`src/logic/imrc_pkg.sv`:
```
// Shared constants for the idle mode and reset control block
package imrc_pkg;

  // Register byte offsets
  localparam logic [7:0] OFS_CTRL     = 8'h00;
  localparam logic [7:0] OFS_TRAP_SEL = 8'h04;
  localparam logic [7:0] OFS_TRAP_KEY = 8'h08;
  localparam logic [7:0] OFS_INT_EN   = 8'h0C;
  localparam logic [7:0] OFS_LATCH    = 8'h10;
  localparam logic [7:0] OFS_STATUS   = 8'h14;
  localparam logic [7:0] OFS_CORE     = 8'h18;

  // system_control_two fields
  localparam int         CTRL_HF_RUN_BIT  = 7;
  localparam int         CTRL_CLK_SEL_BIT = 6;
  localparam int         CTRL_IDLE_BIT    = 5;

  // Interrupt enable register fields
  localparam int         INT_MASTER_BIT   = 31;

  // Core flag register fields
  localparam int         CORE_BANK_LSB    = 0;
  localparam int         CORE_JUMP_BIT    = 4;
  localparam int         CORE_NEST_BIT    = 5;
  localparam int         CORE_WDT_EN_BIT  = 6;

  // Status register fields
  localparam int         STAT_IDLE_BIT    = 0;
  localparam int         STAT_CAUSE_LSB   = 4;

  // Reset cause codes
  localparam int         CAUSE_TRAP       = 0;
  localparam int         CAUSE_WDT        = 1;
  localparam int         CAUSE_CLOCK      = 2;

  // Reset values
  localparam logic       HF_RUN_RESET     = 1'b1;
  localparam logic       CLK_SEL_RESET    = 1'b0;
  localparam logic       JUMP_FLAG_RESET  = 1'b1;
  localparam logic       WDT_EN_RESET     = 1'b1;
  localparam logic [3:0] BANK_SEL_RESET   = 4'h0;

  // Reset vector and trap area
  localparam logic [19:0] RESET_VECTOR    = 20'hFFFFC;
  localparam logic [19:0] VECTOR_LAST     = 20'hFFFFE;
  localparam logic [19:0] TRAP_AREA_LO    = 20'h00000;
  localparam logic [19:0] TRAP_AREA_HI    = 20'h00FFF;
  localparam logic [7:0]  TRAP_KEY_VALUE  = 8'hA5;

  // Timing: reset length of 12 oscillator clocks at 25 MHz
  localparam int MCLK_PERIOD_NS  = 40;
  localparam int RST_MIN_NS      = 480;
  localparam int RST_HOLD_CYCLES = (RST_MIN_NS + MCLK_PERIOD_NS - 1) / MCLK_PERIOD_NS;

  typedef enum logic [1:0] {
    IMRC_ST_RUN  = 2'b00,
    IMRC_ST_IDLE = 2'b01
  } imrc_state_t;

endpackage

```
`src/logic/imrc_rst_stretch.sv`:
```
// Stretches an internal reset request to a minimum length
`timescale 1ns/1ps
module imrc_rst_stretch #(
  parameter int HOLD = 12
) (
  // Clock and pin reset
  input  wire logic mclk,
  input  wire logic rst_n,
  // Request and stretched reset
  input  wire logic req,
  output logic      active_q
);
  localparam int CW = $clog2(HOLD + 1);

  logic [CW-1:0] cnt_q;

  // Cleared by the pin reset only, never assumed clear at power-up
  always_ff @(posedge mclk or negedge rst_n)
  begin
    if (!rst_n)
    begin
      cnt_q    <= '0;
      active_q <= 1'b0;
    end
    else if (req)
    begin
      cnt_q    <= CW'(HOLD - 1);
      active_q <= 1'b1;
    end
    else
    begin
      if (cnt_q != '0)
        cnt_q <= cnt_q - CW'(1);
      active_q <= (cnt_q != '0);
    end
  end
endmodule

```
`src/logic/imrc_trap_det.sv`:
```
// Flags instruction fetches that land in the trap area
`timescale 1ns/1ps
module imrc_trap_det #(
  parameter logic [19:0] LO = 20'h00000,
  parameter logic [19:0] HI = 20'h00FFF
) (
  // Clock and reset
  input  wire logic        mclk,
  input  wire logic        rst_n,
  // Fetch monitor
  input  wire logic        allowed,
  input  wire logic        fetch_valid,
  input  wire logic [19:0] fetch_addr,
  // Trap request
  output logic             hit_q
);
  always_ff @(posedge mclk or negedge rst_n)
  begin
    if (!rst_n)
      hit_q <= 1'b0;
    else
      hit_q <= allowed && fetch_valid && (fetch_addr >= LO) && (fetch_addr <= HI);
  end
endmodule

```
`src/logic/imrc_top.sv`:
```
// Idle mode and reset control with Avalon-MM register access
//
// The Avalon-MM interface to the registers and the register offsets were left to the implementer.
`timescale 1ns/1ps
module imrc_top #(
  parameter int          NIRQ    = 16,
  parameter int          HOLD    = imrc_pkg::RST_HOLD_CYCLES,
  parameter logic [19:0] TRAP_LO = imrc_pkg::TRAP_AREA_LO,
  parameter logic [19:0] TRAP_HI = imrc_pkg::TRAP_AREA_HI
) (
  // Clock and reset pin
  input  wire logic            mclk,
  input  wire logic            rst_n,
  // Avalon-MM slave
  input  wire logic [7:0]      avs_address,
  input  wire logic            avs_read,
  input  wire logic            avs_write,
  input  wire logic [31:0]     avs_writedata,
  output logic [31:0]          avs_readdata,
  output logic                 avs_waitrequest,
  // CPU side
  input  wire logic            fetch_valid,
  input  wire logic [19:0]     fetch_addr,
  input  wire logic [19:0]     resume_pc,
  input  wire logic [NIRQ-1:0] irq_set,
  input  wire logic [NIRQ-1:0] irq_ack,
  input  wire logic            wdt_reset_req,
  output logic                 core_reset_n_q,
  output logic                 pc_load_q,
  output logic [19:0]          pc_value_q,
  output logic                 cpu_halt_q,
  output logic                 wdt_halt_q,
  output logic                 service_req_q,
  // Flag state
  output logic                 interrupt_master_enable_flag_q,
  output logic [NIRQ-1:0]      individual_interrupt_enable_q,
  output logic [NIRQ-1:0]      interrupt_request_latch_q,
  output logic                 jump_status_flag_q,
  output logic [3:0]           register_bank_selector_q,
  output logic                 interrupt_nesting_flag_q,
  output logic                 wdt_enable_q,
  output logic [7:0]           prescaler_q
);

  function automatic logic hit(input logic [7:0] a, input logic [7:0] ofs);
    hit = (a == ofs);
  endfunction

  imrc_pkg::imrc_state_t st_q;
  imrc_pkg::imrc_state_t st_d;
  logic                  hf_oscillator_run_q;
  logic                  system_clock_select_q;
  logic                  trap_enable_select_q;
  logic                  trap_unlock_key_ok_q;
  logic [2:0]            rst_cause_q;
  logic                  trap_hit;
  logic                  clk_fault;
  logic                  int_req;
  logic                  int_act;
  logic                  wr_take;
  logic                  wake;
  logic                  trap_allowed;
  logic [31:0]           rd_value;

  // Bus handshake
  assign wr_take   = avs_write && !avs_waitrequest;
  assign clk_fault = !hf_oscillator_run_q || system_clock_select_q;
  assign wake      = |(interrupt_request_latch_q & individual_interrupt_enable_q);
  // Trap stays allowed unless both control registers agree on prohibit
  assign trap_allowed = !(trap_enable_select_q && trap_unlock_key_ok_q);
  assign int_req   = trap_hit || wdt_reset_req || clk_fault;

  imrc_trap_det #(
    .LO (TRAP_LO),
    .HI (TRAP_HI)
  ) u_trap (
    .mclk        (mclk),
    .rst_n       (rst_n),
    .allowed     (trap_allowed),
    .fetch_valid (fetch_valid),
    .fetch_addr  (fetch_addr),
    .hit_q       (trap_hit)
  );

  // Internal reset length; no power-on state assumed
  imrc_rst_stretch #(
    .HOLD (HOLD)
  ) u_stretch (
    .mclk     (mclk),
    .rst_n    (rst_n),
    .req      (int_req),
    .active_q (int_act)
  );

  // One wait state, then one cycle of answer
  always_ff @(posedge mclk or negedge rst_n)
  begin
    if (!rst_n)
      avs_waitrequest <= 1'b1;
    else
      avs_waitrequest <= !((avs_read || avs_write) && avs_waitrequest);
  end

  always_comb
  begin
    rd_value = 32'h0000_0000;
    if (hit(avs_address, imrc_pkg::OFS_CTRL))
    begin
      rd_value[imrc_pkg::CTRL_HF_RUN_BIT]  = hf_oscillator_run_q;
      rd_value[imrc_pkg::CTRL_CLK_SEL_BIT] = system_clock_select_q;
      rd_value[imrc_pkg::CTRL_IDLE_BIT]    = (st_q == imrc_pkg::IMRC_ST_IDLE);
    end
    else if (hit(avs_address, imrc_pkg::OFS_INT_EN))
    begin
      rd_value[NIRQ-1:0]                   = individual_interrupt_enable_q;
      rd_value[imrc_pkg::INT_MASTER_BIT]   = interrupt_master_enable_flag_q;
    end
    else if (hit(avs_address, imrc_pkg::OFS_LATCH))
      rd_value[NIRQ-1:0] = interrupt_request_latch_q;
    else if (hit(avs_address, imrc_pkg::OFS_STATUS))
    begin
      rd_value[imrc_pkg::STAT_IDLE_BIT]    = (st_q == imrc_pkg::IMRC_ST_IDLE);
      rd_value[imrc_pkg::STAT_CAUSE_LSB +: 3] = rst_cause_q;
    end
    else if (hit(avs_address, imrc_pkg::OFS_CORE))
    begin
      rd_value[imrc_pkg::CORE_BANK_LSB +: 4] = register_bank_selector_q;
      rd_value[imrc_pkg::CORE_JUMP_BIT]      = jump_status_flag_q;
      rd_value[imrc_pkg::CORE_NEST_BIT]      = interrupt_nesting_flag_q;
      rd_value[imrc_pkg::CORE_WDT_EN_BIT]    = wdt_enable_q;
    end
    // Trap registers read as zero: write-only
  end

  always_ff @(posedge mclk or negedge rst_n)
  begin
    if (!rst_n)
      avs_readdata <= 32'h0000_0000;
    else if (avs_read && avs_waitrequest)
      avs_readdata <= rd_value;
  end

  // Idle sequencing
  always_comb
  begin
    st_d = st_q;
    case (st_q)
      imrc_pkg::IMRC_ST_RUN:
        if (wr_take && hit(avs_address, imrc_pkg::OFS_CTRL)
            && avs_writedata[imrc_pkg::CTRL_IDLE_BIT])
          st_d = imrc_pkg::IMRC_ST_IDLE;
      imrc_pkg::IMRC_ST_IDLE:
        if (wake)
          st_d = imrc_pkg::IMRC_ST_RUN;
      default:
        st_d = imrc_pkg::IMRC_ST_RUN;
    endcase
  end

  // Pin reset ends idle at once and restarts in run
  always_ff @(posedge mclk or negedge rst_n)
  begin
    if (!rst_n)
    begin
      st_q       <= imrc_pkg::IMRC_ST_RUN;
      cpu_halt_q <= 1'b0;
      wdt_halt_q <= 1'b0;
    end
    else if (int_act)
    begin
      st_q       <= imrc_pkg::IMRC_ST_RUN;
      cpu_halt_q <= 1'b0;
      wdt_halt_q <= 1'b0;
    end
    else
    begin
      st_q       <= st_d;
      cpu_halt_q <= (st_d == imrc_pkg::IMRC_ST_IDLE);
      wdt_halt_q <= (st_d == imrc_pkg::IMRC_ST_IDLE);
    end
  end

  // Service request only when master enable is set
  always_ff @(posedge mclk or negedge rst_n)
  begin
    if (!rst_n)
      service_req_q <= 1'b0;
    else
      service_req_q <= !int_act && (st_q == imrc_pkg::IMRC_ST_IDLE) && wake
                       && interrupt_master_enable_flag_q;
  end

  // Reset hold and vector load
  always_ff @(posedge mclk or negedge rst_n)
  begin
    if (!rst_n)
    begin
      core_reset_n_q <= 1'b0;
      pc_load_q      <= 1'b0;
      pc_value_q     <= imrc_pkg::RESET_VECTOR;
    end
    else
    begin
      core_reset_n_q <= !int_act && !int_req;
      pc_load_q      <= !core_reset_n_q && !int_act && !int_req;
      if (!core_reset_n_q)
        pc_value_q <= imrc_pkg::RESET_VECTOR;
      else if (st_q == imrc_pkg::IMRC_ST_RUN && st_d == imrc_pkg::IMRC_ST_IDLE)
        pc_value_q <= resume_pc;
    end
  end

  // Control register and trap control
  always_ff @(posedge mclk or negedge rst_n)
  begin
    if (!rst_n)
    begin
      hf_oscillator_run_q   <= imrc_pkg::HF_RUN_RESET;
      system_clock_select_q <= imrc_pkg::CLK_SEL_RESET;
      trap_enable_select_q  <= 1'b0;
      trap_unlock_key_ok_q  <= 1'b0;
    end
    else if (int_act)
    begin
      hf_oscillator_run_q   <= imrc_pkg::HF_RUN_RESET;
      system_clock_select_q <= imrc_pkg::CLK_SEL_RESET;
      trap_enable_select_q  <= 1'b0;
      trap_unlock_key_ok_q  <= 1'b0;
    end
    else if (wr_take && st_q != imrc_pkg::IMRC_ST_IDLE)
    begin
      if (hit(avs_address, imrc_pkg::OFS_CTRL))
      begin
        hf_oscillator_run_q   <= avs_writedata[imrc_pkg::CTRL_HF_RUN_BIT];
        system_clock_select_q <= avs_writedata[imrc_pkg::CTRL_CLK_SEL_BIT];
      end
      if (hit(avs_address, imrc_pkg::OFS_TRAP_SEL))
        trap_enable_select_q <= avs_writedata[0];
      if (hit(avs_address, imrc_pkg::OFS_TRAP_KEY))
        trap_unlock_key_ok_q <= (avs_writedata[7:0] == imrc_pkg::TRAP_KEY_VALUE);
    end
  end

  // Interrupt enables and core flags
  always_ff @(posedge mclk or negedge rst_n)
  begin
    if (!rst_n)
    begin
      interrupt_master_enable_flag_q <= 1'b0;
      individual_interrupt_enable_q  <= '0;
      jump_status_flag_q             <= imrc_pkg::JUMP_FLAG_RESET;
      register_bank_selector_q       <= imrc_pkg::BANK_SEL_RESET;
      interrupt_nesting_flag_q       <= 1'b0;
      wdt_enable_q                   <= imrc_pkg::WDT_EN_RESET;
    end
    else if (int_act)
    begin
      interrupt_master_enable_flag_q <= 1'b0;
      individual_interrupt_enable_q  <= '0;
      jump_status_flag_q             <= imrc_pkg::JUMP_FLAG_RESET;
      register_bank_selector_q       <= imrc_pkg::BANK_SEL_RESET;
      interrupt_nesting_flag_q       <= 1'b0;
      wdt_enable_q                   <= imrc_pkg::WDT_EN_RESET;
    end
    else if (wr_take && st_q != imrc_pkg::IMRC_ST_IDLE)
    begin
      if (hit(avs_address, imrc_pkg::OFS_INT_EN))
      begin
        interrupt_master_enable_flag_q <= avs_writedata[imrc_pkg::INT_MASTER_BIT];
        individual_interrupt_enable_q  <= avs_writedata[NIRQ-1:0];
      end
      if (hit(avs_address, imrc_pkg::OFS_CORE))
      begin
        register_bank_selector_q <= avs_writedata[imrc_pkg::CORE_BANK_LSB +: 4];
        jump_status_flag_q       <= avs_writedata[imrc_pkg::CORE_JUMP_BIT];
        interrupt_nesting_flag_q <= avs_writedata[imrc_pkg::CORE_NEST_BIT];
        wdt_enable_q             <= avs_writedata[imrc_pkg::CORE_WDT_EN_BIT];
      end
    end
  end

  // Latches: a new request wins over a clearing write
  always_ff @(posedge mclk or negedge rst_n)
  begin
    if (!rst_n)
      interrupt_request_latch_q <= '0;
    else if (int_act)
      interrupt_request_latch_q <= '0;
    else if (wr_take && hit(avs_address, imrc_pkg::OFS_LATCH))
      interrupt_request_latch_q <= (interrupt_request_latch_q & avs_writedata[NIRQ-1:0]
                                    & ~irq_ack) | irq_set;
    else
      interrupt_request_latch_q <= (interrupt_request_latch_q & ~irq_ack) | irq_set;
  end

  // Reset cause record, kept across internal resets
  always_ff @(posedge mclk or negedge rst_n)
  begin
    if (!rst_n)
      rst_cause_q <= 3'h0;
    else if (int_req && !int_act)
    begin
      rst_cause_q[imrc_pkg::CAUSE_TRAP]  <= trap_hit;
      rst_cause_q[imrc_pkg::CAUSE_WDT]   <= wdt_reset_req;
      rst_cause_q[imrc_pkg::CAUSE_CLOCK] <= clk_fault;
    end
  end

  // Timing prescaler keeps running through idle
  always_ff @(posedge mclk or negedge rst_n)
  begin
    if (!rst_n)
      prescaler_q <= 8'h00;
    else if (int_act)
      prescaler_q <= 8'h00;
    else
      prescaler_q <= prescaler_q + 8'h01;
  end
endmodule

```
`config.mk`:
```
export PLATFORM = sky130hd
export DESIGN_NAME = imrc_top
export DESIGN_NICKNAME = d
export VERILOG_FILES = /design/src/logic/imrc_pkg.sv /design/src/logic/imrc_rst_stretch.sv /design/src/logic/imrc_trap_det.sv /design/src/logic/imrc_top.sv
export SDC_FILE = /design/constraint.sdc
export NUM_CORES = 1
export LEC_CHECK = 0
export BUFFER_PORTS_ARGS = -buffer_cell sky130_fd_sc_hd__buf_4
export CELL_PAD_IN_SITES_DETAIL_PLACEMENT = 2
export CELL_PAD_IN_SITES_GLOBAL_PLACEMENT = 2
export CORE_AREA = 2 2 140 142
export DETAILED_ROUTE_END_ITERATION = 8
export DIE_AREA = 0 0 142 144
export GPL_TIMING_DRIVEN = 0
export PLACE_DENSITY_LB_ADDON = 0.2
export REMOVE_ABC_BUFFERS = 1
export SETUP_SLACK_MARGIN = 0.05
export SYNTH_ARGS = -nofsm -noshare
export SYNTH_HDL_FRONTEND = slang
export SYNTH_SLANG_ARGS = --single-unit
```
`constraint.sdc`:
```
create_clock -name mclk -period 1.8 [get_ports mclk]
set_input_delay 0.18 -clock mclk [delete_from_list [all_inputs] [get_ports mclk]]
set_output_delay 0.18 -clock mclk [all_outputs]
set_load 0.01 [all_outputs]
```
==> qor.csv <==
metric;value;unit
gp_routability_congestion;0.754;
postSynthAreaPerCell;9.40;um2
start_util;0.264;
pre_cts_ws;-0.861;ns
drt_iter0_markers;147;
endpoint_kind;flop;
filler_cell_count;2123;
tritoncts.num_buffers;9;
fp.dieW;142;um
grt_start_max_net_pins;66;
layout_commonest_cell;buf_4;
port_bufs;181;
gr-usage-all-layers;0.181;
synthCells;535;
fin_crit;1.66;ns
dp.cells;929;
firstDrtPassIters;5;
route.detailed.drc;0;
final-setup-viol-count;0;
max_freq;603;MHz
finalWirelength;18700;um
layoutNonFillerInstCount;960;
critical_path.max_fanout;15;
routedWlPerCell;19.4;um
synth_warn;0;
nets;838;
synth.top_cell.area_share;0.413;
holdCritStartpoint;resume_pc[7];
min_path_type;in2reg;
period_share;0.922;
area_growth_syn_to_layout;39.4;%
die_y;144;um
synthDistinctLibCells;56;
globalRouteOverflowTotal;0;
reg2reg_depth;5;
grt_pass1_vias;5076;
postSynth.asyncResetShare;1.00;
postLayoutCoreUtil;0.368;
cts.path.max_buffers;2;
vdd_drop_max;0.411;mV
io_pins;224;
synth_flop_cell;dfrtp_1;
fin_worst_hold_slack;0.0505;ns
multiInputGateArea;2160;um2
synth_enable_flop_cells;0;
tns_setup;0;ns
power_per_cell_area;687;nW/um2
startpoint_type;input port;
skew;0.00772;ns
p_total;4.82;mW
cts.clk_slew.worst_paths;0.07;ns
synth.area.top_cells;dfrtp_1, dfstp_2, nand2_1;
sequential_to_total_area_share_from_yosys_stat;0.528;
holdPathStages;3;
synth-seq-cells;105;
post_route_cells_drive_above_1_share;0.348;
grt_pass1_wl;28400;um
cts_tree;built;
numClockSinks;105;
min_delay_worst_endpoint;pc_value_q[7]$_DFFE_PN1P_;
insertion_delay;0.35;ns
cp_data_required_time;2.07;ns
vias_per_cell;4.84;
placed_area;6540;um2
cts.htree.levels;3;
design_area;7010;um2
maxCapViolCount;0;
grt_antenna_before_repair;0;
layout.cells.most_common_list;buf_4, nand2_1, dfrtp_1;
yosysTopAreaCell;dfrtp_1;
slew_headroom;0.491;
dr_total_vias;4642;
seqCellArea;2660;um2
core_region_area;19100;um2
antennaDiodeCount;0;
floorplan.die_area;20400;um2
final.setup.worst_slack;0.140;ns
clk_root_buffer_cell;clkbuf_16;
timing_worst_setup_path_type;in2reg;
final-max-slew-violation-count;0;
critPathArrivalTime;1.93;ns
unrepaired_setup_endpoints_after_global_routing;no;
regToRegSetupSlack;0.17;ns
regToRegStartpoint;interrupt_request_latch_q[4]$_DFF_PN0_;
reg2reg_to;wdt_halt_q$_DFF_PN0_;
tightest_slew;0.763;ns
place.detailed.hpwl;13400;um
leakagePower;3.32;nW
placement_rows;51;
finalHoldViolations;0;
status;complete, no violations;
synthesis.area;5030;um2
antenna_violating_nets_left;0;
==> sequential cells by signal (all words and copies together) (netlist names), 2 cells and up <==
register	flops
st_q	2
prescaler_q	8
register_bank_selector_q	4
interrupt_request_latch_q	16
u_stretch.cnt_q	4
rst_cause_q	3
avs_readdata	17
individual_interrupt_enable_q	16
pc_value_q	20
==> power breakdown <==
part	switching, mW	internal, mW
clock	0.903	1.05
sequential	0.0216	2.39
combinational	0.241	0.211
total	1.17	3.65
==> per-layer routing <==
layer | track usage | wire (um)
met3 | 0.0387 | 998
met1 | 0.228 | 8300
met5 | 0 | 0
met4 | 0.0526 | 253
met2 | 0.313 | 9120
==> critical path: stages <==
cell and delay [ns]:
buf_4 0.17, or4_1 0.65, nor2_4 0.31, and4_4 0.38, nand2_1 0.08, a21boi_0 0.14
==> cells by family (layout without fill, tap and decap cells) <==
logic type	count (synthesis)	in the layout	share of synthesized area
adder cells (fa/ha/maj)	3	3	0.00746
XOR/XNOR	7	7	0.0122
AO/OA/AOI/OAI	117	117	0.138
flip-flops	105	105	0.528
buffers and inverters	65	235	0.0684
multiplexers	12	12	0.0244
other	1	16	0.000746
AND/OR/NAND/NOR	225	227	0.221
==> how the worst max path moves through the flow <==
| stage | from | endpoint | slack [ns] |
|---|---|---|---|
| floorplan | avs_address[1] | pc_value_q[0]$_DFFE_PN0P_ | -0.03 |
| global placement | avs_address[3] | interrupt_request_latch_q[14]$_DFF_PN0_ | -0.86 |
| detailed placement | avs_address[3] | interrupt_request_latch_q[7]$_DFF_PN0_ | -0.86 |
| CTS | avs_waitrequest$_DFF_PN1_ | avs_readdata[10]$_DFFE_PN0P_ | 0.05 |
| global route | avs_address[3] | wdt_halt_q$_DFF_PN0_ | 0.06 |
| finish | avs_address[3] | pc_value_q[0]$_DFFE_PN0P_ | 0.14 |
==> Yosys cell counts (4+ instances only) <==
library cell    n
clkbuf_1       16
buf_2           5
nand3_1        31
mux2i_1        10
buf_4          17
inv_1          23
a22oi_1        10
nor2b_1        24
and3_1          5
a221oi_1        4
o21ai_0        39
nand2_1       105
xor2_1          4
a22o_1          5
a21oi_1        44
dfstp_2        22
buf_6           4
nor2_1         25
dfrtp_1        83
nor3_1          4
==> repair_timing <==
item                                    CTS  global route
hold buffers                              5             0
setup buffers                             4             4
endpoints found under the setup margin   73            36
pin swaps                                 2             4
endpoints found under the hold margin    42             0
gates resized for setup                  11             7
gates cloned                              1             1
==> final cells by class <==
class                   count  area share
clock buffers              14      0.0391
multi-input cells         382       0.308
flip-flops and latches    105       0.379
well taps                 238      0.0425
repair buffers            196       0.217
inverters                  23      0.0123
clock inverters             2     0.00178
Power figures use the tool's default switching activity.
